[src/tbtc_pkg.sv]
package tbtc_pkg;

  // ----------------------------------------
  // register map (index, byte address = 4 * index)
  // ----------------------------------------
  localparam logic [7:0]  PHY_MAIN_CONTROL_IDX               = 8'h19;
  localparam logic [7:0]  TEN_BASE_T_STATUS_CONTROL_IDX      = 8'h1A;
  localparam logic [7:0]  CODER_TEST_SELFTEST_EXTENSIONS_IDX = 8'h1B;
  localparam logic [7:0]  PHY_STATUS_SUMMARY_IDX             = 8'h1E;
  localparam int          ADDR_W                             = 12;
  localparam logic [31:0] READ_ZERO                          = 32'h0000_0000;

  // ----------------------------------------
  // ten_base_t_status_control fields
  // ----------------------------------------
  localparam int          SQUELCH_LSB    = 9;
  localparam int          SQUELCH_W      = 3;
  localparam int          ECHO_DIS_BIT   = 8;
  localparam int          NLP_DIS_BIT    = 7;
  localparam int          FORCE_LINK_BIT = 6;
  localparam int          POLARITY_BIT   = 4;
  localparam int          SQE_DIS_BIT    = 1;
  localparam int          JABBER_GUARD_DISABLE_BIT = 0;
  localparam logic [15:0] TBT_RESET      = 16'h0804;
  localparam logic [15:0] TBT_WR_MASK    = 16'hFFEF;

  // ----------------------------------------
  // coder_test_selftest_extensions fields
  // ----------------------------------------
  localparam int          TALLY_LSB    = 8;
  localparam int          TALLY_W      = 8;
  localparam int          CONT_BIT     = 5;
  localparam int          PATT_EN_BIT  = 4;
  localparam int          GAP_BIT      = 2;
  localparam int          PATT_SEL_LSB = 0;
  localparam logic [15:0] EXT_RESET    = 16'h0000;
  localparam logic [15:0] EXT_WR_MASK  = 16'h00FF;

  // ----------------------------------------
  // phy_main_control / phy_status_summary fields
  // ----------------------------------------
  localparam int LAUNCH_BIT          = 8;
  localparam int POLARITY_MIRROR_BIT = 12;

  // ----------------------------------------
  // timing
  // ----------------------------------------
  localparam int          CLK_MHZ       = 250;
  localparam int          GAP_LONG_US   = 15;
  localparam int          GAP_SHORT_US  = 10;
  localparam int          GAP_W         = 12;
  localparam logic [11:0] GAP_LONG_CYC  = 12'(GAP_LONG_US * CLK_MHZ);
  localparam logic [11:0] GAP_SHORT_CYC = 12'(GAP_SHORT_US * CLK_MHZ);

  // ----------------------------------------
  // types
  // ----------------------------------------
  typedef enum logic [1:0] {
    PAT_DATA_EOP0       = 2'b00,
    PAT_DATA_EOP1       = 2'b01,
    PAT_LINK_PULSES     = 2'b10,
    PAT_MANCHESTER_ONES = 2'b11
  } tbtc_pattern_t;

  typedef enum logic {
    BUS_IDLE   = 1'b0,
    BUS_ACCESS = 1'b1
  } tbtc_bus_state_t;

  typedef struct packed {
    logic [2:0] squelch;
    logic       rxEcho;
    logic       nlpTxEnable;
    logic       linkGood10;
    logic       sqeEnable;
    logic       jabberEnable;
  } tbtc_line_ctrl_t;

  typedef struct packed {
    logic          run;
    logic          continuous;
    logic          patternEnable;
    tbtc_pattern_t patternSelect;
    logic [11:0]   gapCycles;
  } tbtc_test_ctrl_t;

  function automatic logic [11:0] regAddr(input logic [7:0] idx);
    regAddr = {2'b00, idx, 2'b00};
  endfunction

endpackage

[src/tbtc_polarity_latch.sv]
`timescale 1ns/1ps
module tbtc_polarity_latch (
  // clock and reset
  input  wire logic sys_clk,
  input  wire logic reset_n,
  // events
  input  wire logic polaritySet,
  input  wire logic polarityClear,
  // state
  output logic      polarityFlag
);
  import tbtc_pkg::*;

  logic flag_r;
  logic flag_nxt;

  // a detection in the clearing cycle survives: set wins
  always_comb begin
    flag_nxt = flag_r;
    if (polarityClear) begin
      flag_nxt = 1'b0;
    end
    if (polaritySet) begin
      flag_nxt = 1'b1;
    end
  end

  always_ff @(posedge sys_clk or negedge reset_n) begin
    if (!reset_n) begin
      flag_r <= 1'b0;
    end else begin
      flag_r <= flag_nxt;
    end
  end

  assign polarityFlag = flag_r;
endmodule

[src/tbtc_error_tally.sv]
`timescale 1ns/1ps
module tbtc_error_tally #(
  parameter int WIDTH = 8
) (
  // clock and reset
  input  wire logic             sys_clk,
  input  wire logic             reset_n,
  // control
  input  wire logic             restart,
  input  wire logic             running,
  input  wire logic             nibbleError,
  // count
  output logic [WIDTH-1:0]      tally
);
  import tbtc_pkg::*;

  localparam logic [WIDTH-1:0] TALLY_MAX = {WIDTH{1'b1}};

  logic [WIDTH-1:0] tally_r;
  logic [WIDTH-1:0] tally_nxt;

  always_comb begin
    tally_nxt = tally_r;
    if (restart) begin
      tally_nxt = '0;
    end else if (running && nibbleError && tally_r != TALLY_MAX) begin
      tally_nxt = tally_r + WIDTH'(1);
    end
  end

  always_ff @(posedge sys_clk or negedge reset_n) begin
    if (!reset_n) begin
      tally_r <= '0;
    end else begin
      tally_r <= tally_nxt;
    end
  end

  assign tally = tally_r;
endmodule

[src/tbtc_ctrl_regs.sv]
// Decided for this implementation: register access over APB.
`timescale 1ns/1ps
// Operation
// - squelch threshold field at bits 11:9, resets to 100
// - half-duplex 10 Mb echoes transmit onto receive unless echo disable bit 8 set
// - echo disable leaves the basic mode control loopback untouched
// - bit 7 set stops normal link pulse transmission
// - bit 6 set forces a good 10 Mb link indication
// - bit 4 read-only latched-high polarity flag, mirrored in status summary bit 12
// - reading the 10BASE-T register clears the flag; status summary read does not
// - bit 1 disables heartbeat only in half-duplex 10 Mb
// - at 100 Mb or full duplex heartbeat is off regardless
// - bit 0 disables jabber protection, only in 10BASE-T
// - read-only eight-bit errored nibble counter at bits 15:8
// - counter returns to zero when self-test restarts
// - counter saturates at full count
// - bit 5 gives gapless pseudo-random self-test transmission
// - continuous mode works with the self-test launch control
// - extension bit 4 enables the 10 Mb coder test pattern
// - two-bit select picks EOP0, EOP1, link pulses or Manchester ones
// - gap select gives 15 or 10 microsecond spacing
// - self-test runs while launch bit 8 is one
module tbtc_ctrl_regs
  import tbtc_pkg::*;
#(
  parameter int TALLY_W_P = tbtc_pkg::TALLY_W
) (
  // clock and reset
  input  wire logic                      sys_clk,
  input  wire logic                      reset_n,
  // apb slave
  input  wire logic                      psel,
  input  wire logic                      penable,
  input  wire logic                      pwrite,
  input  wire logic [tbtc_pkg::ADDR_W-1:0] paddr,
  input  wire logic [31:0]               pwdata,
  input  wire logic [3:0]                pstrb,
  output logic                           pready,
  output logic [31:0]                    prdata,
  output logic                           pslverr,
  // line status from the transceiver
  input  wire logic                      speed100,
  input  wire logic                      fullDuplex,
  input  wire logic                      basicLoopback,
  input  wire logic                      linkDetected10,
  input  wire logic                      polarityInverted,
  input  wire logic                      nibbleError,
  // controls to the transceiver
  output tbtc_pkg::tbtc_line_ctrl_t      lineCtrl,
  output tbtc_pkg::tbtc_test_ctrl_t      testCtrl
);
  import tbtc_pkg::*;

  // ----------------------------------------
  // state
  // ----------------------------------------
  tbtc_bus_state_t        busState_r;
  tbtc_bus_state_t        busState_nxt;
  logic                   pready_r;
  logic                   pready_nxt;
  logic [31:0]            prdata_r;
  logic [31:0]            prdata_nxt;
  logic                   pslverr_r;
  logic                   pslverr_nxt;
  logic                   snapPolarity_r;
  logic                   snapPolarity_nxt;
  logic [15:0]            tbt_r;
  logic [15:0]            tbt_nxt;
  logic [15:0]            ext_r;
  logic [15:0]            ext_nxt;
  logic                   launch_r;
  logic                   launch_nxt;
  tbtc_line_ctrl_t        lineCtrl_r;
  tbtc_line_ctrl_t        lineCtrl_nxt;
  tbtc_test_ctrl_t        testCtrl_r;
  tbtc_test_ctrl_t        testCtrl_nxt;

  logic                   polarityFlag;
  logic [TALLY_W_P-1:0]   tally;
  logic                   setupCycle;
  logic                   commit;
  logic                   wrCommit;
  logic                   rdTbtCommit;
  logic                   restart;
  logic                   halfDup10;
  logic [15:0]            laneMask;
  logic                   selMain;
  logic                   selTbt;
  logic                   selExt;
  logic                   selSts;
  logic [SQUELCH_W-1:0]   squelchField;
  logic                   echoDisable;
  logic                   nlpDisable;
  logic                   forceLink;
  logic                   sqeDisable;
  logic                   jabberDisable;
  logic                   contMode;
  logic                   patternOn;
  logic                   gapLong;
  tbtc_pattern_t          patternCode;

  // ----------------------------------------
  // decode helpers
  // ----------------------------------------
  function automatic logic hit(input logic [ADDR_W-1:0] a, input logic [7:0] idx);
    hit = (a == regAddr(idx));
  endfunction

  function automatic logic mapped(input logic [ADDR_W-1:0] a);
    mapped = hit(a, PHY_MAIN_CONTROL_IDX) || hit(a, TEN_BASE_T_STATUS_CONTROL_IDX) ||
             hit(a, CODER_TEST_SELFTEST_EXTENSIONS_IDX) || hit(a, PHY_STATUS_SUMMARY_IDX);
  endfunction

  function automatic logic [15:0] merge(input logic [15:0] old, input logic [15:0] wr, input logic [15:0] mask);
    merge = (old & ~mask) | (wr & mask);
  endfunction

  // one decode per register, shared by the read and write paths
  assign selMain = hit(paddr, PHY_MAIN_CONTROL_IDX);
  assign selTbt  = hit(paddr, TEN_BASE_T_STATUS_CONTROL_IDX);
  assign selExt  = hit(paddr, CODER_TEST_SELFTEST_EXTENSIONS_IDX);
  assign selSts  = hit(paddr, PHY_STATUS_SUMMARY_IDX);

  assign setupCycle  = psel && !penable;
  assign commit      = psel && penable && pready_r && busState_r == BUS_ACCESS;
  assign wrCommit    = commit && pwrite && !pslverr_r;
  // clear only what the read returned, so a later detection is not lost
  assign rdTbtCommit = commit && !pwrite && selTbt && snapPolarity_r;
  assign laneMask    = {{8{pstrb[1]}}, {8{pstrb[0]}}};

  // ----------------------------------------
  // apb bus phase
  // ----------------------------------------
  always_comb begin
    busState_nxt     = busState_r;
    pready_nxt       = 1'b0;
    prdata_nxt       = prdata_r;
    pslverr_nxt      = 1'b0;
    snapPolarity_nxt = snapPolarity_r;
    case (busState_r)
      BUS_IDLE: begin
        if (setupCycle) begin
          busState_nxt     = BUS_ACCESS;
          pready_nxt       = 1'b1;
          pslverr_nxt      = !mapped(paddr);
          snapPolarity_nxt = polarityFlag;
          prdata_nxt       = READ_ZERO;
          if (!pwrite) begin
            if (selMain) begin
              prdata_nxt[LAUNCH_BIT] = launch_r;
            end else if (selTbt) begin
              prdata_nxt[15:0]         = tbt_r;
              prdata_nxt[POLARITY_BIT] = polarityFlag;
            end else if (selExt) begin
              prdata_nxt[15:0]                       = ext_r;
              prdata_nxt[TALLY_LSB +: TALLY_W_P]     = tally;
            end else if (selSts) begin
              prdata_nxt[POLARITY_MIRROR_BIT] = polarityFlag;
            end
          end
        end
      end
      BUS_ACCESS: begin
        pslverr_nxt = pslverr_r;
        if (commit) begin
          busState_nxt = BUS_IDLE;
          pslverr_nxt  = 1'b0;
        end else begin
          pready_nxt = pready_r;
        end
      end
      default: begin
        busState_nxt = BUS_IDLE;
      end
    endcase
  end

  always_ff @(posedge sys_clk or negedge reset_n) begin
    if (!reset_n) begin
      busState_r     <= BUS_IDLE;
      pready_r       <= 1'b0;
      prdata_r       <= READ_ZERO;
      pslverr_r      <= 1'b0;
      snapPolarity_r <= 1'b0;
    end else begin
      busState_r     <= busState_nxt;
      pready_r       <= pready_nxt;
      prdata_r       <= prdata_nxt;
      pslverr_r      <= pslverr_nxt;
      snapPolarity_r <= snapPolarity_nxt;
    end
  end

  // ----------------------------------------
  // register storage
  // ----------------------------------------
  // reserved bits are stored as written; software keeps them at their values
  always_comb begin
    tbt_nxt    = tbt_r;
    ext_nxt    = ext_r;
    launch_nxt = launch_r;
    if (wrCommit) begin
      if (selTbt) begin
        tbt_nxt = merge(tbt_r, pwdata[15:0], TBT_WR_MASK & laneMask);
      end else if (selExt) begin
        ext_nxt = merge(ext_r, pwdata[15:0], EXT_WR_MASK & laneMask);
      end else if (selMain && pstrb[1]) begin
        launch_nxt = pwdata[LAUNCH_BIT];
      end
    end
  end

  always_ff @(posedge sys_clk or negedge reset_n) begin
    if (!reset_n) begin
      tbt_r    <= TBT_RESET;
      ext_r    <= EXT_RESET;
      launch_r <= 1'b0;
    end else begin
      tbt_r    <= tbt_nxt;
      ext_r    <= ext_nxt;
      launch_r <= launch_nxt;
    end
  end

  // a launch written while stopped (stopped-to-running) restarts the tally; rewriting it while running does not
  assign restart = launch_nxt && !launch_r;

  // ----------------------------------------
  // field views
  // ----------------------------------------
  // named views keep every bit position in one place
  assign squelchField  = tbt_r[SQUELCH_LSB +: SQUELCH_W];
  assign echoDisable   = tbt_r[ECHO_DIS_BIT];
  assign nlpDisable    = tbt_r[NLP_DIS_BIT];
  assign forceLink     = tbt_r[FORCE_LINK_BIT];
  assign sqeDisable    = tbt_r[SQE_DIS_BIT];
  assign jabberDisable = tbt_r[JABBER_GUARD_DISABLE_BIT];
  assign contMode      = ext_r[CONT_BIT];
  assign patternOn     = ext_r[PATT_EN_BIT];
  // select and gap reach the coder even while the pattern is off; the coder gates them
  assign gapLong       = ext_r[GAP_BIT];
  assign patternCode   = tbtc_pattern_t'(ext_r[PATT_SEL_LSB +: $bits(tbtc_pattern_t)]);

  // ----------------------------------------
  // submodules
  // ----------------------------------------
  tbtc_polarity_latch u_polarity (
    .sys_clk       (sys_clk),
    .reset_n       (reset_n),
    .polaritySet   (polarityInverted),
    .polarityClear (rdTbtCommit),
    .polarityFlag  (polarityFlag)
  );

  tbtc_error_tally #(
    .WIDTH (TALLY_W_P)
  ) u_tally (
    .sys_clk     (sys_clk),
    .reset_n     (reset_n),
    .restart     (restart),
    .running     (launch_r),
    .nibbleError (nibbleError),
    .tally       (tally)
  );

  // ----------------------------------------
  // line and test controls
  // ----------------------------------------
  assign halfDup10 = !speed100 && !fullDuplex;

  always_comb begin
    lineCtrl_nxt.squelch      = squelchField;
    // basic loopback passes through whatever the echo disable says
    lineCtrl_nxt.rxEcho       = basicLoopback || (halfDup10 && !echoDisable);
    lineCtrl_nxt.nlpTxEnable  = !nlpDisable;
    lineCtrl_nxt.linkGood10   = forceLink || linkDetected10;
    lineCtrl_nxt.sqeEnable    = halfDup10 && !sqeDisable;
    // jabber guard is never forced here; continuous self-test relies on software
    lineCtrl_nxt.jabberEnable = !speed100 && !jabberDisable;
    testCtrl_nxt.run           = launch_r;
    testCtrl_nxt.continuous    = launch_r && contMode;
    testCtrl_nxt.patternEnable = patternOn;
    testCtrl_nxt.patternSelect = patternCode;
    testCtrl_nxt.gapCycles     = gapLong ? GAP_LONG_CYC : GAP_SHORT_CYC;
  end

  always_ff @(posedge sys_clk or negedge reset_n) begin
    if (!reset_n) begin
      lineCtrl_r <= '0;
      testCtrl_r <= '0;
    end else begin
      lineCtrl_r <= lineCtrl_nxt;
      testCtrl_r <= testCtrl_nxt;
    end
  end

  assign pready   = pready_r;
  assign prdata   = prdata_r;
  assign pslverr  = pslverr_r;
  assign lineCtrl = lineCtrl_r;
  assign testCtrl = testCtrl_r;
endmodule

[config.mk]
export PLATFORM = sky130hd
export DESIGN_NAME = tbtc_ctrl_regs
export DESIGN_NICKNAME = d
export VERILOG_FILES = /design/src/tbtc_pkg.sv /design/src/tbtc_polarity_latch.sv /design/src/tbtc_error_tally.sv /design/src/tbtc_ctrl_regs.sv
export SDC_FILE = /design/constraint.sdc
export NUM_CORES = 1
export LEC_CHECK = 0
export ABC_CLOCK_PERIOD_IN_PS = 3400
export BUFFER_PORTS_ARGS = -buffer_cell sky130_fd_sc_hd__buf_2
export CAP_MARGIN = 5
export CORE_MARGIN = 2
export CORE_UTILIZATION = 53
export DETAILED_ROUTE_END_ITERATION = 6
export PLACE_DENSITY_LB_ADDON = 0.1
export RECOVER_POWER = 25
export SLEW_MARGIN = 5
export SYNTH_ARGS = -nofsm -noshare
export SYNTH_HDL_FRONTEND = slang
export SYNTH_SLANG_ARGS = --single-unit
[constraint.sdc]
create_clock -name sys_clk -period 3.4 [get_ports sys_clk]
set_input_delay 0.17 -clock sys_clk [delete_from_list [all_inputs] [get_ports sys_clk]]
set_output_delay 0.17 -clock sys_clk [all_outputs]
set_load 0.01 [all_outputs]
### Word-level counts from Yosys, hierarchy flattened

Cells that the tools add are included.
W data, S select, Z words.

| storage, ports and cells | value |
|---|---|
| register bits | 87 |
| input port bits | 59 |
| output and inout port bits | 59 |
| logic and storage cells | 102 |

| cells by class | value |
|---|---|
| $add $sub $neg | 1 |
| equality and inequality tests | 6 |
| mux-type cells | 25 |
| bitwise gates (word level) | 10 |
| reductions and logical operators | 39 |

Operator list:

| kind | number |
|---|---|
| $and A16 B16 Y16 | 3 |
| $eq A12 B7 Y1 const B | 4 |
| $mux W16 | 2 |
| $or A16 B16 Y16 | 2 |
| $mux W8 | 3 |
| $logic_and A1 B1 Y1 | 18 |
| $and A16 B8 Y16 | 1 |
| $not A16 Y16 | 1 |
| $not A8 Y16 | 1 |
| $mux W1 | 13 |
| $mux W12 | 1 |
| $logic_not A1 Y1 | 11 |
| $mux W11 | 1 |
| $add A8 B1 Y8 const B | 1 |
| $ne A8 B8 Y1 const B | 1 |
| $mux W7 | 1 |
| $pmux W1 S2 | 3 |
| $logic_or A1 B1 Y1 | 5 |
| $reduce_and A2 Y1 | 2 |
| $reduce_bool A2 Y1 | 2 |
| $mux W3 | 1 |
| $reduce_and A3 Y1 | 1 |
| $ne A2 B1 Y1 const B | 1 |
| $not A1 Y1 | 2 |

### Longest topological paths before layout

| logic depth | value |
|---|---|
| word-level depth | 8 |
| depth in mapped cells | 6 |
| mapped depth without buffers | 5 |

### By module

A second synthesis with hierarchy kept.

| unflattened totals | value |
|---|---|
| cells, all modules | 263 |
| area total of the unflattened synthesis | 3,146.8 um2 |

By module, submodules not included:

| module | instances | cells an instance | area an instance (um2) | sequential area each (um2) |
|---|---|---|---|---|
| tbtc_ctrl_regs | 1 | 217 | 2,696.3 | 1,503.9 |
| tbtc_error_tally | 1 | 43 | 414.1 | 200.2 |
| tbtc_polarity_latch | 1 | 3 | 36.3 | 25.0 |

### Least setup slack after synthesis

No wires, ideal clock.

| timing path | value |
|---|---|
| path kind | input-to-reg |
| start point | in paddr[8] (netlist name) |
| end point | reg with a tool-made name |
| setup time | 0.125 ns |
| arrival | 1.672 ns |
| data required time | 3.275 ns |
| setup slack | 1.603 ns |
| stages | 4 |
| buffers on the path | 0 |
| cell sequence | or4_4 -> nor3_4 -> nand4_4 -> mux2_2 |

RTL lines:

| what | RTL line | RTL |
|---|---|---|
| start, declared | tbtc_ctrl_regs.sv:35 | `input wire logic [tbtc_pkg::ADDR_W-1:0] paddr,` |

==> run summary <==
The flow ran to the end, but the final reports show violations. The checks that failed: capacitance limit, slew limit. The top cell family by delay on the critical path is buffers and inverters. The most common cell in the synthesized netlist is sky130_fd_sc_hd__dfrtp_1.

The logs give 48 for the number of distinct library cells after synthesis and 10300 um for the wire length of the first global-routing pass. The simple-gate share of the synthesized area was 0.155; the final routed DRC violation total was 0. 118 I/O pins were placed. Leading register cell type out of synthesis: sky130_fd_sc_hd__dfrtp_1.

In this run, synthesis produced a sequential element count of 69. The fraction of final layout cells sized beyond drive strength 1 is 0.313. The areal power density over the cells is 443 nW/um^2. The number of buffers and inverters on the critical path is 3.

The final net count was 403. The run gives 0.00813 ns as the clock skew after layout. The worst setup path is launched from an input pin. The tools report the maximum number of pins on one net before global-route repair as 37. The proportion of synthesized chip area in sequential cells was 0.553.

TritonCTS built the clock tree. The tools report the final setup TNS as 0 ns. The number of buffer cells added on primary ports came out at 80. Clock tree synthesis inserted a total of 9 buffers.

The overall routing resource usage is 0.216, and the share of synthesized registers carrying an async set or reset is 1.00. Post-CTS repair changed the size of 0 cells. The logs give 37 for the total count of max-transition violations in the final report and 1.63 mW for the overall power. The number of core rows was 27. The clock-pin slew on the worst setup and hold paths was 0.07 ns; the number of antenna violations at the first check in global routing was 0.

The gate count after technology mapping is 259. The number of synthesized flops with an enable pin works out to 0. After layout, the worst setup slack is 1.19 ns.

The time the final worst path needs with I/O delays and setup works out to 2.21 ns. The run gives 1.79 nW as the leakage dissipation. The library cell with the largest summed area after synthesis was sky130_fd_sc_hd__dfrtp_1. The horizontal die dimension came out at 80.8 um. The post-detailed-route via-to-cell ratio was 5.31; the detailed router's first-iteration violation count was 94.

Max capacitance violation total: 1. The run gives 3670 um^2 as the final instance area. The share of the cycle needed by the critical path after routing is 0.650. The worst setup path is captured at an asynchronous set/reset pin. In the final routed layout, each cell accounts on average for 15.3 um. The signal on the critical path passes through dlygate4sd3_1, clkbuf_1, buf_4. For the pin with the worst max-slew slack, the measured transition is 1.90 ns. For the highest attainable clock frequency, the log shows 0.453 GHz. Detailed routing inserted a total of 2230 vias. The tools report the worst-case setup slack after placement as 1.29 ns. The number of sinks on the clock net was 69. The arithmetic-cell share of the synthesized area counting full adders, half adders and majority gates works out to 0.00400.

Measured along the y axis, the die boundary spans 80.8 um. For the headroom to the max-slew limit, the log shows -0.267. By area, the combinational part of the netlist is dominated by simple AND/OR/NAND/NOR gates. Buffers added to address setup during post-CTS repair amount to 0. Fraction of synthesized cell area in xor and xnor cells: 0.00841.

The tools report the buffer cell driving the clock tree root as sky130_fd_sc_hd__clkbuf_8. The repair_antennas step left the layout with diodes totalling 0. Counting along the longest clock path gives a buffer depth of 2. Fill cells in the final layout number 494. At the worst endpoint, the required time is 3.85 ns.

The library cell contributing the largest single delay on the critical path is sky130_fd_sc_hd__clkbuf_1. Once detailed placement completed, the half-perimeter wirelength came to 4460 um. Across the VDD grid, the largest voltage drop is 0.231 mV. In this run the cell area measured after placement is 3480 um^2. The share of synthesized area spent on multiplexers was 0.103; the clock network latency to the later pin of the worst-skew pair was 0.34 ns. The logs give 0.755 for the final weighted congestion of routability-driven global placement and 0 for the total of warnings raised by yosys.

In this run the cell area of the synthesized design comes to 3120 um^2. The via count of the first global-routing pass was 2096; the number of failing hold endpoints at the final stage was 0. Relative to the synthesized area, the layout overhead comes to 17.5%. For this run the aggregate overflow at the end of global routing stands at 0.

The count of nets left with antenna violations after detail routing came out at 0. After floorplanning, the core was sized to cover 5610 um^2. The end-of-flow core utilization is 0.655. Setup repair after global routing left no endpoint under its margin.

The area fraction in compound gates after synthesis was 0.0973. The share of Yosys cell area claimed by the top area cell type came out at 0.537. After synthesis, the most frequently instantiated cells are sky130_fd_sc_hd__dfrtp_1, sky130_fd_sc_hd__buf_4, sky130_fd_sc_hd__mux2_2.

By area the synthesized netlist is led by sky130_fd_sc_hd__dfrtp_1, sky130_fd_sc_hd__mux2_2, sky130_fd_sc_hd__buf_4. For this run, the slowest stage of the critical path takes 1.36 ns. The worst setup path is of the in -> async kind.

Initial standard-cell utilization of the core: 0.557. The H-tree was split into 3 levels. Of all nets on the critical path, the largest fanout is 36. At the worst endpoint, the arrival time is 2.66 ns. The die covers 6520 um^2. The detailed-route wire length came out at 6430 um. Setup violations remaining at the end of the flow were counted as 0. The detailed-routing iteration count for the pre-antenna-repair pass is 4, and the average instance area after synthesis is 12.1 um^2.

The min-delay analysis places its worst path in the category in -> reg.
layer usage:
| layer | vias to the layer above | track usage | part of all wire |
|---|---|---|---|
| li1 | 1056 | - | - |
| met2 | 79 | 0.333 | 0.48 |
| met4 | 0 | 0.107 | 0.021 |
| met5 | - | 0 | 0 |
| met3 | 12 | 0.0478 | 0.065 |
| met1 | 1083 | 0.290 | 0.43 |
cell type report:
class / count / area (um^2) / share of cell area
well taps: 72 / 90.1 / 0.0245
multi-input cells: 172 / 1230 / 0.334
clock inverters: 5 / 52.6 / 0.0143
inverters: 4 / 15.0 / 0.00409
flip-flops and latches: 69 / 1730 / 0.471
repair buffers: 87 / 427 / 0.116
clock buffers: 11 / 131 / 0.0358
logic make-up after synthesis:
logic type / Yosys count
AO/OA/AOI/OAI: 46
XOR/XNOR: 3
adder cells (fa/ha/maj): 1
buffers and inverters: 36
flip-flops: 69
multiplexers: 29
other: 2
AND/OR/NAND/NOR: 73
cell usage in the layout (no fill, tap or decap), types with 3 or more instances in the layout:
| cell | instances |
|---|---|
| sky130_fd_sc_hd__conb_1 | 20 |
| sky130_fd_sc_hd__a21oi_1 | 3 |
| sky130_fd_sc_hd__mux2_2 | 26 |
| sky130_fd_sc_hd__inv_1 | 4 |
| sky130_fd_sc_hd__nand3_1 | 3 |
| sky130_fd_sc_hd__nor2b_1 | 4 |
| sky130_fd_sc_hd__nand2_1 | 22 |
| sky130_fd_sc_hd__clkbuf_1 | 31 |
| sky130_fd_sc_hd__nor3_1 | 4 |
| sky130_fd_sc_hd__clkinv_2 | 3 |
| sky130_fd_sc_hd__o21ai_0 | 17 |
| sky130_fd_sc_hd__nor2_1 | 9 |
| sky130_fd_sc_hd__mux2i_1 | 3 |
| sky130_fd_sc_hd__a22oi_1 | 15 |
| sky130_fd_sc_hd__nand3b_1 | 3 |
| sky130_fd_sc_hd__buf_2 | 51 |
| sky130_fd_sc_hd__clkbuf_8 | 9 |
| sky130_fd_sc_hd__nand4_1 | 5 |
| sky130_fd_sc_hd__dfrtp_1 | 67 |
| sky130_fd_sc_hd__dlygate4sd3_1 | 4 |
| sky130_fd_sc_hd__nand4_4 | 3 |
| sky130_fd_sc_hd__buf_4 | 3 |
report_power, final:
part / internal, mW / switching (mW) / total [mW]
clock network: 0.335 / 0.295 / 0.631
registers: 0.840 / 0.0188 / 0.858
logic: 0.0522 / 0.0844 / 0.137
total: 1.23 / 0.399 / 1.63
through the flow:
stage	std cells	hold slack [ns]
after global routing	420	0.00790
after CTS	420	0.000656
after detailed placement	400	0.304
final	420	0.00745
after floorplan	277	-0.126
after global placement	400	0.300
repair_timing:
item                                    4_1_cts  5_1_grt
endpoints found under the setup margin        0        0
hold buffers                                  4        0
hold endpoints to repair                     36        0
path summary, 6_finish.rpt:
kind                                start                          to  slack (ns)  cells past startpoint
max                               reset_n  asynchronous set/reset pin        1.19                      3
min                        linkDetected10                 lineCtrl[2]       0.007                      2
max reg2reg                    busState_r                   prdata[3]        1.27                      3
min reg2reg                      register                testCtrl[13]        0.41                      0
max in group sys_clk           busState_r                   prdata[3]        1.27                      3
min in group asynchronous         reset_n                 lineCtrl[2]        0.89                      2
worst register-to-register path: cells and delay by family, from the launching register on:
family | cells | cell delay [ns]
compound gates | 2 | 0.88
flops | 1 | 0.42
simple gates | 1 | 0.74
(Power assumes the default switching activity.)
